<file path="src/hdl/esd_defines.svh">
`ifndef ESD_DEFINES_SVH
`define ESD_DEFINES_SVH

// Configuration space byte offsets.
`define ESD_OFF_ERR        8'h60
`define ESD_OFF_CTL        8'h61
`define ESD_OFF_EXT        8'h62
`define ESD_OFF_TOP        8'h63

// Extended control register field positions.
`define ESD_EXT_HIGH       7
`define ESD_EXT_MONO       6
`define ESD_EXT_GLOBAL     3
`define ESD_EXT_SIZE_HI    2
`define ESD_EXT_SIZE_LO    1
`define ESD_EXT_SEGEN      0
`define ESD_EXT_WMASK      8'h8f
`define ESD_EXT_RESET      8'h00

// Space control register field positions and values.
`define ESD_CTL_OPEN       6
`define ESD_CTL_LOCK       4
`define ESD_CTL_BASESEG    3'h2

// Error status register field position.
`define ESD_ERR_FLAG       7

// Segment top field.
`define ESD_TOP_RESET      4'h1
`define ESD_TOP_LOW_ZERO   28'h0000000

// Address ranges.
`define ESD_COMPAT_BASE    40'h00000a0000
`define ESD_COMPAT_LAST    40'h00000bffff
`define ESD_HIGH_BASE      40'h00feda0000
`define ESD_HIGH_LAST      40'h00fedbffff
`define ESD_ABOVE_4G_ZERO  8'h00

// Protected segment sizes, 33 bits wide for the wrap-free compare.
`define ESD_SIZE_512K      33'h000080000
`define ESD_SIZE_1M        33'h000100000
`define ESD_SIZE_2M        33'h000200000
`define ESD_SIZE_4M        33'h000400000

`endif

</file>
<file path="src/hdl/esd_pkg.sv">
package esd_pkg;

    typedef logic [39:0] esd_addr_t;
    typedef logic [7:0]  esd_byte_t;

    typedef enum logic [1:0] {
        esd_route_pass,
        esd_route_dram,
        esd_route_io
    } esd_route_t;

endpackage : esd_pkg

</file>
<file path="src/hdl/esd_cfg_if.sv">
`timescale 1ns/1ns
interface esd_cfg_if;
    logic       global_en;
    logic       high_en;
    logic       seg_en;
    logic [1:0] seg_size;
    logic [3:0] seg_top;

    modport owner   (output global_en, output high_en, output seg_en, output seg_size, output seg_top);
    modport decoder (input global_en, input high_en, input seg_en, input seg_size, input seg_top);
endinterface : esd_cfg_if

</file>
<file path="src/hdl/esd_range_decode.sv">
`timescale 1ns/1ns
`include "esd_defines.svh"
module esd_range_decode (
    esd_cfg_if.decoder         cfg,
    input  wire esd_pkg::esd_addr_t addr,
    output logic               compat_hit,
    output logic               high_hit,
    output logic               seg_hit,
    output esd_pkg::esd_addr_t high_remap
);
    logic [32:0] seg_top_addr;
    logic [32:0] seg_size_bytes;
    logic [32:0] seg_base;
    logic [32:0] addr_low;

    assign seg_top_addr = {1'b0, cfg.seg_top, `ESD_TOP_LOW_ZERO};
    assign addr_low     = {1'b0, addr[31:0]};

    always_comb begin
        unique case (cfg.seg_size)
            2'h0: seg_size_bytes = `ESD_SIZE_512K;
            2'h1: seg_size_bytes = `ESD_SIZE_1M;
            2'h2: seg_size_bytes = `ESD_SIZE_2M;
            2'h3: seg_size_bytes = `ESD_SIZE_4M;
        endcase
    end

    // A top below the size wraps the base high, so nothing matches.
    assign seg_base = seg_top_addr - seg_size_bytes;

    assign compat_hit = cfg.global_en && addr >= `ESD_COMPAT_BASE && addr <= `ESD_COMPAT_LAST;

    assign high_hit = cfg.global_en && cfg.high_en && addr >= `ESD_HIGH_BASE && addr <= `ESD_HIGH_LAST;

    assign high_remap = addr - `ESD_HIGH_BASE + `ESD_COMPAT_BASE;

    assign seg_hit = cfg.global_en && cfg.seg_en && addr[39:32] == `ESD_ABOVE_4G_ZERO
                     && addr_low >= seg_base && addr_low < seg_top_addr;

endmodule : esd_range_decode

</file>
<file path="src/hdl/esd_top.sv">
// Function
// - Enabled high window remaps onto legacy DRAM for flagged requests, or any request while space is open.
// - Lock freezes enables, size and top.
// - Mono adapter bit reads zero, ignored.
// - Global enable exposes compatible window in sysmgmt.
// - No extended function without global enable.
// - Size field selects 512k to 4M.
// - Segment reaches DRAM for flagged requests, or any request while space is open.
// - Unflagged segment requests go to I/O port unless space is open.
// - Segment decodes only with both enables.
// - Top field gives address bits 31:28.
// - Segment is below 4G, base to top.
// - Top field resets to one.
// - Top rewritable any time until locked.
// - Lock set by write, cleared by reset.
// - Open unlocked space admits unflagged requests.
// - Unflagged non-writeback high or segment access sets error unless space is open.
`timescale 1ns/1ns
`include "esd_defines.svh"
module esd_top (
    input  wire logic               clock,
    input  wire logic               rst,
    input  wire logic               cfg_wr_en,
    input  wire logic               cfg_rd_en,
    input  wire esd_pkg::esd_byte_t cfg_addr,
    input  wire esd_pkg::esd_byte_t cfg_wdata,
    output esd_pkg::esd_byte_t      cfg_rdata,
    output logic                    cfg_rvalid,
    input  wire logic               req_valid,
    input  wire esd_pkg::esd_addr_t req_addr,
    input  wire logic               req_sysmgmt_flag,
    input  wire logic               req_writeback,
    output logic                    rsp_valid,
    output logic                    rsp_dram,
    output logic                    rsp_io,
    output logic                    rsp_claimed,
    output esd_pkg::esd_addr_t      rsp_addr,
    output logic                    invalid_sysmgmt_access_flag
);

    esd_pkg::esd_byte_t  ext_ctl_ff;
    logic [3:0]          seg_top_ff;
    logic                sysmgmt_space_lock_ff;
    logic                space_open_ff;
    logic                err_ff;
    logic                nxt_err;
    esd_pkg::esd_byte_t  cfg_rdata_ff;
    esd_pkg::esd_byte_t  nxt_cfg_rdata;
    logic                cfg_rvalid_ff;
    logic                rsp_valid_ff;
    esd_pkg::esd_route_t route_ff;
    esd_pkg::esd_route_t nxt_route;
    logic                rsp_claimed_ff;
    esd_pkg::esd_addr_t  rsp_addr_ff;
    esd_pkg::esd_addr_t  nxt_rsp_addr;

    logic                wr_err;
    logic                wr_ctl;
    logic                wr_ext;
    logic                wr_top;
    logic                lock_write;
    logic                open_eff;
    logic                access_ok;
    logic                compat_hit;
    logic                high_hit;
    logic                seg_hit;
    logic                guarded_hit;
    logic                err_set;
    esd_pkg::esd_addr_t  high_remap;

    esd_cfg_if cfg_bus ();

    assign wr_err     = cfg_wr_en && cfg_addr == `ESD_OFF_ERR;
    assign wr_ctl     = cfg_wr_en && cfg_addr == `ESD_OFF_CTL;
    assign wr_ext     = cfg_wr_en && cfg_addr == `ESD_OFF_EXT;
    assign wr_top     = cfg_wr_en && cfg_addr == `ESD_OFF_TOP;
    assign lock_write = wr_ctl && cfg_wdata[`ESD_CTL_LOCK];

    assign cfg_bus.global_en = ext_ctl_ff[`ESD_EXT_GLOBAL];
    assign cfg_bus.high_en   = ext_ctl_ff[`ESD_EXT_HIGH];
    assign cfg_bus.seg_en    = ext_ctl_ff[`ESD_EXT_SEGEN];
    assign cfg_bus.seg_size  = ext_ctl_ff[`ESD_EXT_SIZE_HI:`ESD_EXT_SIZE_LO];
    assign cfg_bus.seg_top   = seg_top_ff;

    esd_range_decode u_decode (
        .cfg        (cfg_bus),
        .addr       (req_addr),
        .compat_hit (compat_hit),
        .high_hit   (high_hit),
        .seg_hit    (seg_hit),
        .high_remap (high_remap)
    );

    always_ff @(posedge clock) begin
        if (rst) begin
            ext_ctl_ff <= `ESD_EXT_RESET;
        end else if (wr_ext && !sysmgmt_space_lock_ff) begin
            ext_ctl_ff <= cfg_wdata & `ESD_EXT_WMASK;
        end
    end

    always_ff @(posedge clock) begin
        if (rst) begin
            seg_top_ff <= `ESD_TOP_RESET;
        end else if (wr_top && !sysmgmt_space_lock_ff) begin
            seg_top_ff <= cfg_wdata[3:0];
        end
    end

    always_ff @(posedge clock) begin
        if (rst) begin
            sysmgmt_space_lock_ff <= 1'b0;
        end else if (lock_write) begin
            sysmgmt_space_lock_ff <= 1'b1;
        end
    end

    always_ff @(posedge clock) begin
        if (rst) begin
            space_open_ff <= 1'b0;
        end else if (sysmgmt_space_lock_ff || lock_write) begin
            space_open_ff <= 1'b0;
        end else if (wr_ctl) begin
            space_open_ff <= cfg_wdata[`ESD_CTL_OPEN];
        end
    end

    assign open_eff    = space_open_ff && !sysmgmt_space_lock_ff;
    assign access_ok   = req_sysmgmt_flag || open_eff;
    assign guarded_hit = high_hit || seg_hit;

    assign err_set = req_valid && guarded_hit && !req_sysmgmt_flag && !space_open_ff && !req_writeback;

    // A new error in the clearing cycle survives the clear.
    always_comb begin
        nxt_err = err_set || (err_ff && !(wr_err && cfg_wdata[`ESD_ERR_FLAG]));
    end

    always_ff @(posedge clock) begin
        if (rst) begin
            err_ff <= 1'b0;
        end else begin
            err_ff <= nxt_err;
        end
    end

    always_comb begin
        nxt_cfg_rdata = 8'h00;
        unique case (cfg_addr)
            `ESD_OFF_ERR: nxt_cfg_rdata[`ESD_ERR_FLAG] = err_ff;
            `ESD_OFF_CTL: begin
                nxt_cfg_rdata[`ESD_CTL_OPEN] = space_open_ff;
                nxt_cfg_rdata[`ESD_CTL_LOCK] = sysmgmt_space_lock_ff;
                nxt_cfg_rdata[2:0]           = `ESD_CTL_BASESEG;
            end
            `ESD_OFF_EXT: nxt_cfg_rdata = ext_ctl_ff;
            `ESD_OFF_TOP: nxt_cfg_rdata[3:0] = seg_top_ff;
            default:      nxt_cfg_rdata = 8'h00;
        endcase
    end

    always_ff @(posedge clock) begin
        if (rst) begin
            cfg_rdata_ff  <= 8'h00;
            cfg_rvalid_ff <= 1'b0;
        end else begin
            cfg_rvalid_ff <= cfg_rd_en;
            if (cfg_rd_en) begin
                cfg_rdata_ff <= nxt_cfg_rdata;
            end
        end
    end

    always_comb begin
        nxt_route    = esd_pkg::esd_route_pass;
        nxt_rsp_addr = req_addr;
        if (compat_hit || guarded_hit) begin
            nxt_route = access_ok ? esd_pkg::esd_route_dram : esd_pkg::esd_route_io;
        end
        if (high_hit && access_ok) begin
            nxt_rsp_addr = high_remap;
        end
    end

    always_ff @(posedge clock) begin
        if (rst) begin
            rsp_valid_ff   <= 1'b0;
            route_ff       <= esd_pkg::esd_route_pass;
            rsp_claimed_ff <= 1'b0;
            rsp_addr_ff    <= '0;
        end else begin
            rsp_valid_ff <= req_valid;
            if (req_valid) begin
                route_ff       <= nxt_route;
                rsp_claimed_ff <= compat_hit || guarded_hit;
                rsp_addr_ff    <= nxt_rsp_addr;
            end
        end
    end

    assign cfg_rdata                   = cfg_rdata_ff;
    assign cfg_rvalid                  = cfg_rvalid_ff;
    assign rsp_valid                   = rsp_valid_ff;
    assign rsp_dram                    = rsp_valid_ff && route_ff == esd_pkg::esd_route_dram;
    assign rsp_io                      = rsp_valid_ff && route_ff == esd_pkg::esd_route_io;
    assign rsp_claimed                 = rsp_valid_ff && rsp_claimed_ff;
    assign rsp_addr                    = rsp_addr_ff;
    assign invalid_sysmgmt_access_flag = err_ff;

endmodule : esd_top

</file>
<file path="config.mk">
export PLATFORM = sky130hd
export DESIGN_NAME = esd_top
export DESIGN_NICKNAME = d
export VERILOG_FILES = /design/src/hdl/esd_pkg.sv /design/src/hdl/esd_cfg_if.sv /design/src/hdl/esd_range_decode.sv /design/src/hdl/esd_top.sv
export VERILOG_INCLUDE_DIRS = /design/src /design/src/hdl
export SDC_FILE = /design/constraint.sdc
export NUM_CORES = 1
export LEC_CHECK = 0
export BUFFER_PORTS_ARGS = -buffer_cell sky130_fd_sc_hd__buf_2
export CORE_MARGIN = 4
export CORE_UTILIZATION = 44
export CTS_BUF_LIST = sky130_fd_sc_hd__clkbuf_16
export CTS_CLUSTER_DIAMETER = 120
export DETAILED_ROUTE_END_ITERATION = 8
export PLACE_DENSITY = 0.71
export SYNTH_ARGS = -nofsm -noshare
export SYNTH_HDL_FRONTEND = slang
export SYNTH_SLANG_ARGS = --single-unit
export TNS_END_PERCENT = 100
</file>
<file path="constraint.sdc">
create_clock -name clock -period 6.15 [get_ports clock]
set_input_delay 0.615 -clock clock [delete_from_list [all_inputs] [get_ports clock]]
set_output_delay 0.615 -clock clock [all_outputs]
set_load 0.01 [all_outputs]
</file>
# --- Yosys cells after proc, flatten, opt, wreduce, memory -nomap -nowiden ---
# Index checks and enable logic that the tools add are counted.
word_totals:
  ff_bits: 64
  output_inout_bits: 54
  elab_cells: 78
op_classes:
  addsub: 3
  order_cmp: 6
  n_eq_ne: 9
  n_mux: 9
  n_reduce_logical: 40
op_table:
  columns: ["op", "n"]
  rows:
  - ["$pmux W33 S4", 1]
  - ["$add A40 B20 Y40 const B", 1]
  - ["$ge A40 B20 Y1 const B", 1]
  - ["$ge A40 B32 Y1 const B", 1]
  - ["$le A40 B20 Y1 const B", 1]
  - ["$le A40 B32 Y1 const B", 1]
  - ["$mux W40", 1]
  - ["$sub A40 B32 Y40 const B", 1]
  - ["$ge A32 B33 Y1", 1]
  - ["$sub A32 B33 Y33", 1]
  - ["$eq A8 B7 Y1 const B", 4]
  - ["$lt A32 B32 Y1", 1]
  - ["$logic_and A1 B1 Y1", 27]
  - ["$pmux W3 S3", 1]
  - ["$logic_not A8 Y1", 1]
  - ["$eq A2 B2 Y1 const B", 3]
  - ["$logic_not A1 Y1", 5]
  - ["$logic_or A1 B1 Y1", 5]
  - ["$eq A2 B1 Y1 const B", 2]
  - ["$mux W2", 2]
  - ["$pmux W1 S2", 2]
  - ["$logic_not A2 Y1", 1]
  - ["$mux W1", 2]
  - ["$reduce_or A2 Y1", 1]

# --- Logic depth before layout (Yosys ltp) ---
depth:
  depth_word: 12
  mapped_depth: 11
  ltp_nobuf: 11

# --- Cells and area by module ---
# Synthesis repeated with hierarchy kept, for this count alone.
unflattened:
  hier_cells: 525
  area_unflattened_um2: 4440.5
by_module_without_submodules:
  columns: ["mod", "instances", "cells_each", "area_each_um2", "seq_area_each_um2"]
  rows:
  - ["esd_top", 1, 360, 3249.4, 1281.2]
  - ["esd_range_decode", 1, 165, 1191.1, 0.0]

# --- Worst setup path before layout ---
# No wires, ideal clock.
synth_timing:
  path_kind: "input to register"
  startpoint: "input req_addr[35]"
  endpoint: "register rsp_addr_ff[21], in the netlist rsp_addr[21]"
  arrival_time_ns: 2.763
  t_required_ns: 6.064
  slack_ns: 3.302
  path_stages: 6
  cell_sequence: "or4_4 > nand2b_4 > or4_4 > a2111oi_4 > mux2_2 > a211oi_1"
synth_between:
  elab_chain_len: 5
  elab_cells_between_ends: 6
  classes_between: "2 x order compare; 1 x mux; 3 x reduce/logical"
synth_rtl:
  columns: ["element", "line", "rtl"]
  rows:
  - ["start: declaration", "esd_top.sv:30", "input wire esd_pkg::esd_addr_t req_addr,"]
  - ["$ge A40 B32 Y1 (no source line)", null, null]
  - ["$logic_and A1 B1 Y1 (no source line)", null, null]
  - ["$logic_and A1 B1 Y1 (no source line) (*)", null, null]
  - ["$logic_and A1 B1 Y1 (*)", "esd_top.sv:180", "if (high_hit && access_ok) begin"]
  - ["$mux W40 (*)", "esd_top.sv:180", null]
  - ["end signal: assignment", "esd_top.sv:196", "rsp_addr_ff <= nxt_rsp_addr;"]
  - ["end: declaration", "esd_top.sv:54", "esd_pkg::esd_addr_t rsp_addr_ff;"]
# Every way passes the cells marked *; elsewhere a longest branch is shown, timed or not.
# A chain may end at the register's enable or synchronous reset.

# --- Worst setup path after layout ---
layout_timing:
  startpoint: "input req_addr[2]"
  endpoint: "register rsp_addr_ff[23], in the netlist rsp_addr[23]"
layout_between:
  elab_chain_len: 5
  elab_cells_between_ends: 8
  classes_between: "2 x add/sub; 2 x order compare; 1 x mux; 3 x reduce/logical"
layout_rtl:
  columns: ["element", "line"]
  rows:
  - ["branches (longest 4 deep; another with $sub A40 B32 Y40)", null]
  - ["$mux W40 (*)", "esd_top.sv:180"]
# Every way passes the cells marked *.

==> impl_metrics.py <==
metrics = {
    "power": {
        "p_switching_mw": 0.260,
        "powerDensity_mw_per_mm2": 242,
        "p_clk_share_pct": 46.1,
        "comb_power_share_pct": 12.2,
        "seqPwrFrac_pct": 41.7,
        "swShare_pct": 24.6,
        "p_leak_nw": 2.03,
        "p_int_mw": 0.797,
        "irDropWorstVdd_mv": 0.138,
    },
    "timing": {
        "finalCriticalPeriod_ns": 2.86,
        "drv_slew": 0,
        "tightest_slew_ns": 0.816,
        "slew_headroom_pct": 44.2,
        "fin_crit_sh_pct": 46.5,
        "rsz0062_at_grt": "false",
        "clock_skew_ns": 0.00651,
        "holdWs_ns": 0.466,
        "setup_viol": 0,
        "final_hold_viol_count": 0,
        "fmax_mhz": 350,
        "finalSetupTns_ns": 0,
    },
    "cts": {
        "insertion_delay_ns": 0.33,
        "clock_path_buffers": 2,
        "cts_setup_buffers": 0,
        "cts_resized": 0,
        "ctsHoldBuffers": 0,
        "clock_sinks": 64,
        "root_buffer": "clkbuf_16",
        "path_clk_slew_ns": 0.05,
        "cts_buffers": 9,
        "cts_tree": "yes",
        "cts_max_level": 3,
    },
    "logic_synthesis": {
        "syn-cell-area_mm2": 0.00343,
        "synth_top_area_cell": "dfxtp_1",
        "avgSynthCellArea_um2": 8.91,
        "ys_warn_count": 0,
        "ys_seq_elements": 64,
        "async_flop_share_pct": 0,
        "seq_area_frac_synth_pct": 37.3,
        "synthTopCellsByArea": "dfxtp_1 37%, mux2i_1 8.2%, ha_1 7.7%",
        "synth.distinct_cells": 55,
        "netlist_instances": 385,
        "synth_top_area_share_pct": 37.3,
        "synth.most_common_cell": "dfxtp_1",
        "ys_top_cells_by_count": "64 x dfxtp_1, 50 x nor2_1, 28 x mux2i_1, 24 x inv_1",
        "synthFlopType": "dfxtp_1",
        "synth_edf_count": 0,
    },
    "placement": {
        "gp_congestion": 0.870,
        "dpl.hpwl_um": 6510,
        "io_buffers": 114,
    },
    "die": {
        "die_y_um": 96.3,
        "die_w_um": 96.3,
        "coreArea_mm2": 0.00741,
        "initial_core_util_pct": 46.3,
        "io_pins": 117,
        "dieArea_mm2": 0.00927,
        "num_rows": 31,
    },
    "worst_setup_path": {
        "cp_max_fo": 5,
        "crit_path_max_incr_delay_ns": 0.66,
        "startpoint": "req_addr[2]",
        "cp-end-kind": "flop",
        "arrival_ns": 3.04,
        "path_cells": "buf_2 > or4_1 > nor3_1 > nand4_1 > a2111oi_0 > o2111a_1 > o31ai_1",
        "critPathLaunchType": "primary input",
        "path_class": "primary input to flop",
        "worst_path_max_delay_cell": "a2111oi_0",
        "required_ns": 6.33,
        "r2r_start": "cfg_bus.seg_top[0]$_SDFFE_PP1P_",
    },
    "global_route": {
        "grt_pass1_wl_um": 13800,
        "grt_max_degree": 73,
        "antenna_found_initial": 0,
        "grt_overflow": 0,
        "first_global_vias": 2987,
        "grt.total_usage_pct": 19.1,
    },
    "route": {
        "vias_per_cell": 5.34,
        "dr.first_iter.drc_count": 139,
        "wl_per_cell_um": 14.4,
        "wl_um": 8660,
        "num_vias": 3198,
        "drt_first_pass_iters": 4,
        "ant_nets": 0,
        "drcViolationCount": 0,
    },
    "worst_hold_path": {
        "min-delay-path-class": "flop to flop",
        "worstHoldStart": "cfg_rdata[3]$_SDFFE_PP0P_",
    },
    "layout": {
        "nets": 579,
        "area_growth_pct": 27.2,
        "multi_input_area_mm2": 0.00199,
        "fillCellCount": 680,
        "layout-drive-gt1-share_pct": 32.2,
        "regArea_mm2": 0.00128,
        "diodes": 0,
    },
    "run": {
        "drv_cap": 0,
    },
    "outcome": {
        "status": "completed",
    },
}
[worst max-delay path: cells and delay by family]
| family | cells | cell delay [ns] |
|---|---|---|
| AO/OA/AOI/OAI | 3 | 1.16 |
| AND/OR/NAND/NOR | 3 | 1.15 |
| buffers and inverters | 1 | 0.11 |
[registers in the layout, indices dropped and copies added, names as in the netlist]
signal                       cells
sysmgmt_space_lock_ff            1
route_ff                         2
rsp_claimed_ff                   1
rsp_valid                        1
rsp_addr                        40
cfg_bus.seg_top                  4
ext_ctl_ff                       5
cfg_rdata                        7
cfg_rvalid                       1
invalid_sysmgmt_access_flag      1
space_open_ff                    1
[stage by stage]
step	setup WS [ns]	util [%]	instances	power (mW)	cell area, um^2
floorplan	3.30	-	387	0.518	3440
global placement	3.02	55.0	583	0.574	4080
detailed placement	3.01	55.0	583	0.578	4080
CTS	3.30	58.9	599	1.07	4370
global route	3.13	58.9	599	1.10	4370
finish	3.29	58.9	599	1.06	4370
[power groups by stage]
stage / Clock, mW / Sequential [mW] / Combinational [mW]
final: 0.487 / 0.441 / 0.129
after global routing: 0.517 / 0.443 / 0.143
after CTS: 0.496 / 0.441 / 0.130
after detailed placement: 0 / 0.449 / 0.129
after global placement: 0 / 0.448 / 0.126
after floorplan: 0 / 0.457 / 0.0611
[cell type report]
type / instances / share of cell area [%]
Multi-Input combinational cell: 279 / 45.5
Sequential cell: 64 / 29.3
Inverter: 24 / 2.06
Tap cell: 99 / 2.84
Clock buffer: 9 / 5.16
Timing Repair Buffer: 117 / 13.6
Clock inverter: 7 / 1.46
[path summary, 6_finish.rpt]
kind / to / slack [ns] / cells after the start
min reg2reg: cfg_rdata[3]$_SDFFE_PP0P_ / 0.47 / 2
max reg2reg: rsp_claimed_ff$_SDFFE_PP0P_ / 3.79 / 9
min: cfg_rdata[3]$_SDFFE_PP0P_ / 0.47 / 2
max: rsp_addr[23]$_SDFFE_PP0P_ / 3.29 / 7
[cell usage in the layout, fill, tap and decap left out, types with 3 or more instances in the layout]
cell type	count
mux2_2	5
buf_4	3
nand3_1	13
xnor2_1	3
nor2_1	50
dfxtp_1	64
nand2_1	21
nand4_1	8
nand4b_1	3
clkbuf_16	9
mux2i_1	28
a31oi_1	6
a211oi_1	5
nor4_1	5
nor2b_1	3
clkinv_2	3
a2111oi_0	4
inv_1	25
o21ai_0	4
a311oi_1	8
or3b_2	9
nand2b_1	9
buf_2	114
conb_1	3
nor3_1	8
and2_1	3
o31ai_1	9
ha_1	21
a21oi_1	16
[routing by layer]
metal	vias up	GRT usage, %	part of all wire, %
li1	1607	-	-
met1	1494	24.5	45
met2	89	30.2	47
met3	8	5.24	6.7
met4	0	8.06	1.3
met5	-	0	0
[kinds of logic after synthesis]
logic type               synth area share (%)
AND/OR/NAND/NOR                          24.7
AO/OA/AOI/OAI                            14.7
flip-flops                               37.3
buffers and inverters                    4.92
multiplexers                             9.81
adder cells (fa/ha/maj)                  7.66
XOR/XNOR                                0.766
other                                   0.109
Power figures use the tool's default switching activity.
